**config.mk**
```make
export PLATFORM = sky130hd
export DESIGN_NAME = imf_top
export DESIGN_NICKNAME = d
export VERILOG_FILES = /design/src/hdl/imf_pkg.sv /design/src/hdl/imf_sticky.sv /design/src/hdl/imf_top.sv
export VERILOG_INCLUDE_DIRS = /design/src /design/src/hdl
export SDC_FILE = /design/constraint.sdc
export NUM_CORES = 1
export LEC_CHECK = 0
export BUFFER_PORTS_ARGS = -buffer_cell sky130_fd_sc_hd__buf_2
export CAP_MARGIN = 30
export CORE_MARGIN = 2
export CORE_UTILIZATION = 30
export CTS_CLUSTER_DIAMETER = 80
export DETAILED_ROUTE_END_ITERATION = 10
export HOLD_SLACK_MARGIN = 0.02
export PLACE_DENSITY = 0.54
export SKIP_LAST_GASP = 1
export SLEW_MARGIN = 25
export SYNTH_ARGS = -nofsm -noshare
export SYNTH_HDL_FRONTEND = slang
export SYNTH_SLANG_ARGS = --single-unit
```
**constraint.sdc**
```tcl
create_clock -name pclk -period 1.4 [get_ports pclk]
set_input_delay 0.07 -clock pclk [delete_from_list [all_inputs] [get_ports pclk]]
set_output_delay 0.07 -clock pclk [all_outputs]
set_load 0.01 [all_outputs]
```
**src/hdl/imf_cfg.svh**
```systemverilog
// Register map, field positions and reset values of the interrupt mask and flag block
//Contract
//Source mask nibble: keys, serial, converter
//Timer mask nibble: 1, 2, 16, 32 Hz
//Upper key flag at bit 0
//Lower key flag at bit 0
//Serial event flag at bit 0
//Four timer tap flags in one nibble
//Converter event flag at bit 0
//Reading a flag clears it
//Unused flag bits read zero, ignore writes
//Request high while enabled flag pending
`ifndef IMF_CFG_SVH
`define IMF_CFG_SVH
`define IMF_OFF_SRC_MASK   8'hf0
`define IMF_OFF_TAP_MASK   8'hf1
`define IMF_OFF_UKEY_FLAG  8'hf2
`define IMF_OFF_LKEY_FLAG  8'hf3
`define IMF_OFF_SER_FLAG   8'hf4
`define IMF_OFF_TAP_FLAG   8'hf5
`define IMF_OFF_CONV_FLAG  8'hf6
`define IMF_OFF_IRQ_STAT   8'hf8
`define IMF_OFF_IRQ_MASK   8'hf9
`define IMF_NIB_RESET      4'h0
`define IMF_EVT_RESET      8'h00
`define IMF_BIT_UKEY       7
`define IMF_BIT_LKEY       6
`define IMF_BIT_SER        5
`define IMF_BIT_CONV       4
`define IMF_BIT_T1         3
`define IMF_BIT_T2         2
`define IMF_BIT_T16        1
`define IMF_BIT_T32        0
`define IMF_ADDR_LSB       2
`define IMF_ADDR_MSB       9
`endif

```
**src/hdl/imf_pkg.sv**
```systemverilog
// Types shared by the interrupt mask and flag block
package imf_pkg;
  // Eight event sources, order matches the two mask nibbles {source, tap}
  typedef struct packed {
    logic upper_key;
    logic lower_key;
    logic serial;
    logic converter;
    logic tap_1hz;
    logic tap_2hz;
    logic tap_16hz;
    logic tap_32hz;
  } imf_events_t;

  typedef struct packed {
    logic        wr;
    logic        rd;
    logic [7:0]  addr;
    logic [31:0] wdata;
  } imf_access_t;
endpackage

```
**src/hdl/imf_sticky.sv**
```systemverilog
// Bank of sticky flags with read clear, hardware set winning over clear
`timescale 1ns/100ps
`default_nettype none
`include "imf_cfg.svh"
module imf_sticky #(
  parameter int WIDTH = 8
) (
  input  wire logic             pclk,
  input  wire logic             presetn,
  input  wire logic [WIDTH-1:0] set_in,
  input  wire logic [WIDTH-1:0] clr_in,
  output logic      [WIDTH-1:0] flags
);
  logic [WIDTH-1:0] flag_reg;
  logic [WIDTH-1:0] flag_next;

  // An event landing in the clearing read is kept for the next read
  assign flag_next = set_in | (flag_reg & ~clr_in);
  assign flags     = flag_reg;

  always_ff @(posedge pclk or negedge presetn) begin
    if (!presetn) begin
      flag_reg <= '0;
    end else begin
      flag_reg <= flag_next;
    end
  end
endmodule
`default_nettype wire

```
**src/hdl/imf_top.sv**
```systemverilog
// Interrupt mask and factor flag block with APB register access
`timescale 1ns/100ps
`default_nettype none
`include "imf_cfg.svh"
module imf_top (
  input  wire logic                pclk,
  input  wire logic                presetn,
  input  wire logic                psel,
  input  wire logic                penable,
  input  wire logic                pwrite,
  input  wire logic [11:0]         paddr,
  input  wire logic [31:0]         pwdata,
  output logic      [31:0]         prdata,
  output logic                     pready,
  output logic                     pslverr,
  input  wire imf_pkg::imf_events_t event_in,
  output logic                     cpu_irq,
  output logic                     irq
);
  logic [3:0]  src_mask_reg;
  logic [3:0]  tap_mask_reg;
  logic [7:0]  irq_mask_reg;
  logic [31:0] prdata_reg;
  logic        pready_reg;
  logic        pslverr_reg;
  logic        cpu_irq_reg;
  logic        irq_reg;
  logic [7:0]  evt_seen_reg;

  imf_pkg::imf_access_t acc;
  logic [7:0]  flags;
  logic [7:0]  flag_clr;
  logic [7:0]  stat_bits;
  logic [7:0]  stat_clr;
  logic [7:0]  stat_set;
  logic [7:0]  enable_bits;
  logic        addr_ok;
  logic        is_src_mask;
  logic        is_tap_mask;
  logic        is_ukey;
  logic        is_lkey;
  logic        is_ser;
  logic        is_tap_flag;
  logic        is_conv;
  logic        is_stat;
  logic        is_imask;
  logic        mapped;
  logic        setup;
  logic        access;
  logic [31:0] rd_word;

  function automatic logic [31:0] nib(input logic [3:0] v);
    nib = {28'h000_0000, v};
  endfunction

  function automatic logic hit(input logic [7:0] a, input logic [7:0] off);
    hit = (a == off);
  endfunction

  // Answer in the first access cycle: zero wait states
  // Read data and read clear are taken together at the setup edge, so an event
  // arriving between the two phases is never lost; writes land when pready is seen
  assign setup  = psel & ~penable;
  assign access = psel & penable & pready_reg;
  assign acc    = '{wr:    access & pwrite,
                    rd:    setup & ~pwrite,
                    addr:  paddr[`IMF_ADDR_MSB:`IMF_ADDR_LSB],
                    wdata: pwdata};
  assign addr_ok   = (paddr[1:0] == 2'b00) && (paddr[11:10] == 2'b00);

  assign is_src_mask = addr_ok & hit(acc.addr, `IMF_OFF_SRC_MASK);
  assign is_tap_mask = addr_ok & hit(acc.addr, `IMF_OFF_TAP_MASK);
  assign is_ukey     = addr_ok & hit(acc.addr, `IMF_OFF_UKEY_FLAG);
  assign is_lkey     = addr_ok & hit(acc.addr, `IMF_OFF_LKEY_FLAG);
  assign is_ser      = addr_ok & hit(acc.addr, `IMF_OFF_SER_FLAG);
  assign is_tap_flag = addr_ok & hit(acc.addr, `IMF_OFF_TAP_FLAG);
  assign is_conv     = addr_ok & hit(acc.addr, `IMF_OFF_CONV_FLAG);
  assign is_stat     = addr_ok & hit(acc.addr, `IMF_OFF_IRQ_STAT);
  assign is_imask    = addr_ok & hit(acc.addr, `IMF_OFF_IRQ_MASK);
  assign mapped      = is_src_mask | is_tap_mask | is_ukey | is_lkey | is_ser
                     | is_tap_flag | is_conv | is_stat | is_imask;

  // Factor flags, one bank, cleared by reading their own register
  // Bit order follows the event struct: keys, serial, converter, then the four taps
  assign flag_clr = {acc.rd & is_ukey,
                     acc.rd & is_lkey,
                     acc.rd & is_ser,
                     acc.rd & is_conv,
                     {4{acc.rd & is_tap_flag}}};

  imf_sticky #(
    .WIDTH (8)
  ) u_factor (
    .pclk    (pclk),
    .presetn (presetn),
    .set_in  (event_in),
    .clr_in  (flag_clr),
    .flags   (flags)
  );

  // Block status: event arrivals (rising edge of each event line)
  assign stat_set = event_in & ~evt_seen_reg;
  assign stat_clr = {8{acc.rd & is_stat}};

  imf_sticky #(
    .WIDTH (8)
  ) u_status (
    .pclk    (pclk),
    .presetn (presetn),
    .set_in  (stat_set),
    .clr_in  (stat_clr),
    .flags   (stat_bits)
  );

  assign enable_bits = {src_mask_reg, tap_mask_reg};

  // Unused flag bits read zero and writes to flag registers are dropped
  always_comb begin
    rd_word = 32'h0000_0000;
    if (is_src_mask) begin
      rd_word = nib(src_mask_reg);
    end else if (is_tap_mask) begin
      rd_word = nib(tap_mask_reg);
    end else if (is_ukey) begin
      rd_word = nib({3'b000, flags[`IMF_BIT_UKEY]});
    end else if (is_lkey) begin
      rd_word = nib({3'b000, flags[`IMF_BIT_LKEY]});
    end else if (is_ser) begin
      rd_word = nib({3'b000, flags[`IMF_BIT_SER]});
    end else if (is_tap_flag) begin
      rd_word = nib(flags[3:0]);
    end else if (is_conv) begin
      rd_word = nib({3'b000, flags[`IMF_BIT_CONV]});
    end else if (is_stat) begin
      rd_word = {24'h00_0000, stat_bits};
    end else if (is_imask) begin
      rd_word = {24'h00_0000, irq_mask_reg};
    end
  end

  always_ff @(posedge pclk or negedge presetn) begin
    if (!presetn) begin
      src_mask_reg <= `IMF_NIB_RESET;
      tap_mask_reg <= `IMF_NIB_RESET;
      irq_mask_reg <= `IMF_EVT_RESET;
    end else begin
      if (acc.wr & is_src_mask) begin
        src_mask_reg <= acc.wdata[3:0];
      end
      if (acc.wr & is_tap_mask) begin
        tap_mask_reg <= acc.wdata[3:0];
      end
      if (acc.wr & is_imask) begin
        irq_mask_reg <= acc.wdata[7:0];
      end
    end
  end

  always_ff @(posedge pclk or negedge presetn) begin
    if (!presetn) begin
      prdata_reg  <= 32'h0000_0000;
      pready_reg  <= 1'b0;
      pslverr_reg <= 1'b0;
    end else begin
      pready_reg  <= setup;
      pslverr_reg <= setup & ~mapped;
      prdata_reg  <= acc.rd ? rd_word : 32'h0000_0000;
    end
  end

  // Registered request trails the flags by one cycle, keeping outputs glitch free
  always_ff @(posedge pclk or negedge presetn) begin
    if (!presetn) begin
      cpu_irq_reg  <= 1'b0;
      irq_reg      <= 1'b0;
      evt_seen_reg <= `IMF_EVT_RESET;
    end else begin
      cpu_irq_reg  <= |(flags & enable_bits);
      irq_reg      <= |(stat_bits & irq_mask_reg);
      evt_seen_reg <= event_in;
    end
  end

  assign prdata  = prdata_reg;
  assign pready  = pready_reg;
  assign pslverr = pslverr_reg;
  assign cpu_irq = cpu_irq_reg;
  assign irq     = irq_reg;
endmodule
`default_nettype wire

```
==> run_results.csv, run 1 <==
group,metric,value,unit
synthesis,syn_avg_cell_area,11.4,sq um
global_routing,grt_pass1_wl,9800,microns
global_routing,gr-total-overflow,0,
global_routing,antenna_found_initial,0,
drt,wl_met2,3010,microns
final_layout,fillers,803,
drt,drt-met1-wl,2760,microns
worst_setup_path,slowest_delay,0.56,ns
drt,met3WireLength,355,microns
timing,hold_viol,0,
final_layout,area_growth,33.4,%
worst_setup_path,cpMaxStageDelayCell,"or4b_4",
die,die_w,94.7,microns
worst_setup_path,crit_type,"input port to flop",
final_layout,layout.cells.most_common,"dfrtp_1",
worst_hold_path,hold_depth,2,
global_routing,grt_max_degree,53,
synthesis,ys_warn_count,0,
synthesis,synth_area,2470,sq um
worst_setup_path,crit_buf_inv,1,
placement,gp_congestion,0.896,
worst_setup_path,worstPathArrival,1.75,ns
synthesis,ys.flop_type,"dfrtp_1",
synthesis,synthArstFlopShare,100,%
worst_setup_path,endpoint_kind,"flop",
power,vdd_drop_max,0.000477,V
worst_setup_path,r2r_cells,4,
timing,fin_skew,0.00669,ns
drt,drcViolationCount,0,
global_routing,grt_pass1_vias,1834,
die,fp-row-count,33,
placement,port_buffers,44,
die,die-area,8970,sq um
final_layout,layout_common_cells,"52 x dfrtp_1, 43 x buf_2, 35 x buf_4",
drt,drt-initial-drc-count,178,
final_layout,fin_nets,369,
drt,top_layer,"met4",
drt,final_antenna_net_count,0,
status,failed_checks,"negative setup slack",
timing,drv_slew,0,
timing,rsz0062_at_grt,"true",
cts,clock_latency,0.31,ns
worst_hold_path,hp-class,"input port to flop",
cts,cts_buffers,5,
worst_setup_path,r2r_setup_slack,-0.08,ns
drt,dr.pass1.iters,4,
synthesis,synth-seq-cells,52,
die,core_area,8090,sq um
status,status,"finished with violations",
cts,path_clk_slew,0.09,ns
worst_setup_path,cp_top_family,"simple AND/OR/NAND/NOR gates",
die,pin_count,93,
die,die_y,94.7,microns
timing,max_freq,0.645,GHz
global_routing,grt_usage,14.5,%
drt,via_per_inst,4.78,
cts,cts_buffer_depth,2,
synthesis,synth-edff-count,0,
run,maxCapViolCount,0,
timing,worst_slack,-0.149,ns
synthesis,seq_area_frac_synth,52.7,%
final_layout,num_antenna_cells,0,
final_layout,drive_gt1_share,36.4,%
worst_setup_path,path_cells,"buf_6 > or4_4 > or2_4 > or4b_4 > a21o_1",
worst_setup_path,cp_max_fo,7,
worst_setup_path,path_depth,5,
timing,layout_min_cycle_time,1.55,ns
cts,cts_root_buffer,"clkbuf_8",
cts,htree_levels,2,
timing,setup_viol,20,
drt,wire_per_inst,14.8,microns
power,totalPowerFinal,2.69,mW
drt,routed_wl,6190,microns
placement,place_inst,395,
worst_setup_path,start_kind,"input port",
die,start_util,30.5,%
synthesis,synth_cells,217,
power,p_per_area,816,nW/um^2
synthesis,ys_types,39,
drt,vias,1999,
cts,cts_tree,"done",
placement,dp_hpwl,4680,microns
power,p_leak,1.55,nW
timing,min_period_over_period,111,%
worst_setup_path,critical_path_required,1.60,ns
cts,clock_sinks,52,
final_layout,final_cells,418,
[stage by stage]
stage | util, % | TNS [ns] | setup WS (ns) | cell area, sq um | hold slack, ns
detailed placement | 37.3 | -13.14 | -0.477 | 3020 | 0.0828
global route | 40.7 | -2.93 | -0.181 | 3290 | 0.0220
CTS | 40.5 | -1.88 | -0.132 | 3280 | 0.0210
global placement | 37.3 | -12.79 | -0.454 | 3020 | 0.0827
floorplan | - | -9.99 | -0.445 | 2590 | -0.226
finish | 40.7 | -1.84 | -0.149 | 3290 | 0.0229
[final timing paths]
path	from	to
max	paddr[11]	u_factor.flags[0]
max reg2reg	pready	irq_mask_reg[7]
min	pwdata[3]	tap_mask_reg[3]
max in group asynchronous	presetn	irq_mask_reg[1]
min in group asynchronous	presetn	irq_mask_reg[4]
min reg2reg	u_factor.flags[1]	u_factor.flags[1]
[synth_stat cells, drive strengths merged, types with 2 or more instances]
cell	number	area, sq um
dfrtp	52	1300
buf	25	191
mux2	16	180
a22oi	12	90.1
inv	12	45.0
nor2	12	45.0
nand4	9	56.3
a22o	8	70.1
a21o	7	52.6
nand2	6	22.5
nand3	6	30.0
clkbuf	5	18.8
nor3	5	30.0
o21ai	5	25.0
a21oi	4	20.0
nor4	4	55.1
a211oi	3	22.5
a311o	3	30.0
mux2i	3	30.0
nor2b	3	18.8
nand2b	2	12.5
or2	2	15.0
[cells by family after synthesis]
| family | Yosys count | synth area share [%] |
|---|---|---|
| AOI/OAI and AO/OA | 48 | 14.4 |
| buffers and inverters | 42 | 10.3 |
| DFF | 52 | 52.7 |
| muxes | 19 | 8.51 |
| other | 1 | 0.152 |
| and+or+nand+nor | 55 | 13.8 |
[layout make-up]
cell class	instances	area (sq um)	area share, %
clock buffers	5	68.8	2.09
clock inverters	3	21.3	0.646
inverters	12	45.0	1.37
multi-input cells	146	1060	32.3
flip-flops and latches	52	1300	39.5
well taps	105	131	3.99
repair buffers	95	661	20.1
[routing by layer]
metal	vias up	GRT usage, %
li1	927	-
met3	6	2.39
met1	984	20.7
met4	0	3.62
met2	82	22.9
met5	-	0
[where the power goes]
| part | switching, mW | internal [mW] |
|---|---|---|
| sequential | 0.00386 | 1.52 |
| combinational | 0.168 | 0.125 |
| clock | 0.518 | 0.356 |
[what timing repair did]
action	CTS	global route
setup endpoints to repair	23	22
setup buffers	1	0
hold endpoints to repair	72	2
hold buffers	13	1
pin swaps	4	4
gates resized for setup	8	1
(Power assumes the default switching activity.)
==> run 2: changes to the inputs <==
--- a/config.mk
+++ b/config.mk
@@ -13,7 +13,7 @@
 export CTS_CLUSTER_DIAMETER = 80
 export DETAILED_ROUTE_END_ITERATION = 10
 export HOLD_SLACK_MARGIN = 0.02
-export PLACE_DENSITY = 0.54
+export PLACE_DENSITY = 0.53
 export SKIP_LAST_GASP = 1
 export SLEW_MARGIN = 25
 export SYNTH_ARGS = -nofsm -noshare
==> run 2 against run 1 <==
Net effect: the flow still finishes with violations (negative setup slack); clock skew is 0.0026 ns lower; die area is the same; cell count increased by 1.4%; clock power increased by 6.5%; critical endpoint is now irq_mask_reg[5]; largest cell class unchanged; largest power group unchanged.
==> run_results.csv, run 2 (same netlist as run 1, synthesis figures left out) <==
group,metric,value,unit
drt,vias,1973,
timing,setup_viol,23,
final_layout,drive_gt1_share,38.6,%
die,die_y,94.7,microns
global_routing,antenna_found_initial,0,
timing,layout_min_cycle_time,1.63,ns
drt,routed_wl,6260,microns
cts,htree_levels,2,
drt,dr.pass1.iters,4,
status,status,"finished with violations",
worst_setup_path,r2r_cells,5,
final_layout,layout_common_cells,"52 x dfrtp_1, 43 x buf_2, 39 x buf_4",
run,maxCapViolCount,0,
cts,cts_buffers,5,
power,vdd_drop_max,0.000342,V
timing,max_freq,0.613,GHz
worst_setup_path,crit_type,"input port to flop",
die,pin_count,93,
global_routing,grt_usage,14.6,%
drt,final_antenna_net_count,0,
placement,place_inst,398,
worst_hold_path,min_from,"pwdata[2]",
worst_setup_path,cp_max_fo,7,
worst_setup_path,r2r_start,"pready",
timing,rsz0062_at_grt,"true",
drt,wire_per_inst,14.8,microns
final_layout,fin_util,41.7,%
worst_setup_path,slowest_delay,0.53,ns
drt,via_per_inst,4.65,
final_layout,num_antenna_cells,0,
die,die-area,8970,sq um
drt,drcViolationCount,0,
cts,cts_tree,"done",
final_layout,layout.cells.most_common,"dfrtp_1",
placement,port_buffers,44,
timing,fin_skew,0.00411,ns
worst_hold_path,hold_depth,2,
worst_setup_path,crit_start,"paddr[11]",
die,fp-row-count,33,
die,core_area,8090,sq um
cts,cts_buffer_depth,2,
cts,cts_root_buffer,"clkbuf_8",
status,failed_checks,"negative setup slack",
die,die_w,94.7,microns
final_layout,fin_nets,375,
worst_setup_path,cpMaxStageDelayCell,"or4_4",
global_routing,grt_pass1_vias,1924,
worst_setup_path,path_cells,"buf_6 > or4_4 > or2_4 > nor4_4 > buf_12 > mux2_4",
global_routing,grt_pass1_wl,9910,microns
worst_setup_path,critical_path_required,1.61,ns
power,p_leak,1.58,nW
die,start_util,30.5,%
timing,drv_slew,0,
worst_setup_path,endpoint_kind,"flop",
timing,worst_slack,-0.231,ns
worst_hold_path,hp-class,"input port to flop",
power,p_per_area,817,nW/um^2
final_layout,final_cells,424,
cts,clock_sinks,52,
timing,min_period_over_period,117,%
placement,place_area,3050,sq um
drt,drt-initial-drc-count,75,
worst_setup_path,worstPathArrival,1.84,ns
power,totalPowerFinal,2.76,mW
worst_setup_path,start_kind,"input port",
global_routing,grt_max_degree,53,
timing,hold_viol,0,
cts,clock_latency,0.31,ns
placement,gp_congestion,0.801,
cts,path_clk_slew,0.11,ns
final_layout,final_area,3380,sq um
placement,dp_hpwl,4760,microns
final_layout,area_growth,36.8,%
global_routing,gr-total-overflow,0,
-- run 2: worst max-delay path, delay by kind of cell --
| kind | cells | cell delay, ns |
|---|---|---|
| buf+inv | 2 | 0.27 |
| simple gates | 3 | 1.19 |
| mux | 1 | 0.30 |
-- run 2: final timing paths --
check,end,slack [ns]
max,irq_mask_reg[5],-0.23
min,tap_mask_reg[2],0.03
max reg2reg,irq_mask_reg[5],-0.09
min reg2reg,u_factor.flags[1],0.54
max in group asynchronous,src_mask_reg[2],0.91
min in group asynchronous,irq_mask_reg[4],0.25
-- run 2: report_power, final --
part           switching (mW)  internal (mW)  total [mW]
logic                   0.170          0.138       0.308
registers             0.00405           1.52        1.52
clock network           0.566          0.365       0.931
-- run 2: layout make-up --
cell class | count | area (sq um)
timing repair buffer | 101 | 722
clock inverter | 3 | 26.3
multi-input combinational | 146 | 1080
inverter | 12 | 45.0
sequential | 52 | 1300
fill | 775 | 4710
clock buffer | 5 | 68.8
tap | 105 | 131
-- run 2: repair_timing --
item / in CTS / in global routing
hold endpoints to repair: 76 / 0
setup buffers: 1 / 3
setup endpoints to repair: 21 / 27
hold buffers: 14 / 0
gates resized for setup: 5 / 9
pin swaps: 6 / 9
-- run 2: stage by stage --
stage / hold slack [ns] / setup slack (ns) / TNS (ns)
final: 0.0311 / -0.231 / -3.68
after global routing: 0.0362 / -0.238 / -4.19
after CTS: 0.0332 / -0.193 / -2.42
after detailed placement: 0.0870 / -0.502 / -14.41
after global placement: 0.0829 / -0.478 / -13.12
after floorplan: -0.226 / -0.445 / -9.99
-- run 2: routing by layer --
| metal | up-vias | wire (microns) | GRT usage (%) |
|---|---|---|---|
| met3 | 7 | 257 | 1.84 |
| met2 | 56 | 3110 | 24.6 |
| met4 | 0 | 98 | 5.07 |
| met5 | - | 0 | 0 |
| li1 | 943 | - | - |
| met1 | 967 | 2800 | 19.5 |
==> run 3: changes to the inputs <==
--- a/config.mk
+++ b/config.mk
@@ -9,11 +9,11 @@
 export BUFFER_PORTS_ARGS = -buffer_cell sky130_fd_sc_hd__buf_2
 export CAP_MARGIN = 30
 export CORE_MARGIN = 2
-export CORE_UTILIZATION = 30
+export CORE_UTILIZATION = 32
 export CTS_CLUSTER_DIAMETER = 80
 export DETAILED_ROUTE_END_ITERATION = 10
 export HOLD_SLACK_MARGIN = 0.02
-export PLACE_DENSITY = 0.53
+export PLACE_DENSITY = 0.56
 export SKIP_LAST_GASP = 1
 export SLEW_MARGIN = 25
 export SYNTH_ARGS = -nofsm -noshare
==> constraint.sdc (replaced) <==
create_clock -name pclk -period 1.4 [get_ports pclk]
set_input_delay 0.42 -clock pclk [delete_from_list [all_inputs] [get_ports pclk]]
set_output_delay 0.42 -clock pclk [all_outputs]
set_load 0.01 [all_outputs]
==> run 3 against run 2 <==
Net effect: the run still ends with negative setup slack left; design area decreased by 2.6%; utilization increased by 1.5 points; flip-flop and latch count unchanged; clock power increased by 15%; clock-buffer cell count increased by 1; via count decreased by 2.8%; critical path depth decreased by 1; combinational power decreased by 8.8%; sequential power about the same; clock skew increased by 0.0044 ns; highest routed layer unchanged.
==> run_results.csv, run 3 (same netlist as run 1, synthesis figures left out) <==
group,metric,value,unit
status,status,"finished with violations",
status,failed_checks,"negative setup slack",
timing,fin_hold_ws,0.0911,ns
worst_setup_path,worst_r2r_endpoint,"src_mask_reg[0]",
placement,dp_slack,-0.848,ns
cts,cts_tree,"done",
drt,vias,1918,
cts,path_clk_slew,0.09,ns
cts,clock_sinks,52,
die,die_y,91.8,microns
cts,cts_root_buffer,"clkbuf_8",
drt,routed_wl,5980,microns
worst_setup_path,r2r_setup_slack,-0.18,ns
cts,cts_buffer_depth,2,
die,die-area,8430,sq um
final_layout,drive_gt1_share,41.8,%
timing,max_freq,0.525,GHz
die,core_area,7610,sq um
worst_setup_path,critical_path_required,1.60,ns
worst_setup_path,worstPathArrival,2.10,ns
global_routing,grt_pass1_vias,1851,
die,start_util,32.5,%
global_routing,grt_pass1_wl,9320,microns
global_routing,grt_usage,14.5,%
placement,place_inst,397,
cts,clock_latency,0.31,ns
timing,fin_skew,0.00850,ns
placement,place_area,3050,sq um
final_layout,fin_util,43.3,%
final_layout,final_cells,408,
cts,cts_buffers,5,
timing,tns,-13.37,ns
worst_setup_path,crit_type,"input port to flop",
global_routing,antenna_found_initial,0,
global_routing,gr-total-overflow,0,
power,p_per_area,872,nW/um^2
worst_setup_path,r2r_start,"pready",
timing,min_period_over_period,136,%
worst_setup_path,endpoint_kind,"flop",
timing,layout_min_cycle_time,1.91,ns
timing,worst_slack,-0.506,ns
run,maxCapViolCount,0,
die,pin_count,93,
placement,dp_hpwl,4690,microns
drt,dr.pass1.iters,4,
placement,port_buffers,44,
power,p_leak,1.56,nW
drt,wire_per_inst,14.6,microns
placement,gp_congestion,0.912,
timing,setup_viol,41,
power,vdd_drop_max,0.000436,V
final_layout,final_area,3290,sq um
die,die_w,91.8,microns
final_layout,layout.cells.most_common,"dfrtp_1",
worst_hold_path,hp-class,"input port to async pin",
timing,rsz0062_at_grt,"true",
timing,hold_viol,0,
drt,via_per_inst,4.70,
global_routing,grt_max_degree,53,
timing,drv_slew,0,
cts,htree_levels,2,
worst_setup_path,r2r_cells,5,
drt,drcViolationCount,0,
worst_setup_path,start_kind,"input port",
drt,drt-initial-drc-count,79,
final_layout,num_antenna_cells,0,
final_layout,fillers,736,
power,totalPowerFinal,2.87,mW
drt,final_antenna_net_count,0,
final_layout,fin_nets,362,
final_layout,area_growth,33.4,%
die,fp-row-count,32,
final_layout,layout_common_cells,"52 x dfrtp_1, 43 x buf_2, 40 x buf_4",
worst_setup_path,cp_max_fo,8,
[run 3: layer usage]
layer | up-vias | wire length (microns) | global-route usage [%]
met3 | 15 | 267 | 3.37
met2 | 59 | 2780 | 22.3
met5 | - | 0 | 0
met4 | 0 | 180 | 7.34
met1 | 925 | 2750 | 19.3
li1 | 919 | - | -
[run 3: worst max-delay path by stage]
| stage | start | endpoint | slack [ns] | cells past startpoint |
|---|---|---|---|---|
| 6_report | paddr[11] | u_factor.flags[0] | -0.51 | 5 |
| 5_1_grt | paddr[11] | src_mask_reg[2] | -0.53 | 7 |
| 4_1_cts | paddr[11] | u_factor.flags[0] | -0.50 | 5 |
| 3_5_place_dp | paddr[11] | u_factor.flags[0] | -0.85 | 5 |
| 3_3_place_gp | paddr[11] | u_factor.flags[0] | -0.81 | 5 |
| 2_1_floorplan | paddr[11] | u_factor.flags[0] | -0.80 | 5 |
[run 3: area by class of cell]
class	instances	area, sq um	share of cell area (%)
clock buffers	6	82.6	2.51
inverters	12	45.0	1.37
flip-flops and latches	52	1300	39.5
clock inverters	2	38.8	1.18
repair buffers	88	581	17.6
multi-input cells	146	1120	33.9
well taps	102	128	3.88
[run 3: power by group]
group	internal, mW	switching (mW)
Sequential	1.52	0.00402
Combinational	0.111	0.170
Clock	0.585	0.486
Total	2.21	0.660
[run 3: worst max-delay path, stage by stage]
cell and delay, ns:
buf_6 0.09, or4_4 0.53, or2_4 0.30, or4b_4 0.56, a21o_1 0.20
[run 3: timing repair]
item / in CTS / in global routing
hold buffers: 0 / 0
endpoints found under the setup margin: 41 / 41
gates resized for setup: 11 / 7
buffers inserted: 2 / 1
pin swaps: 3 / 9
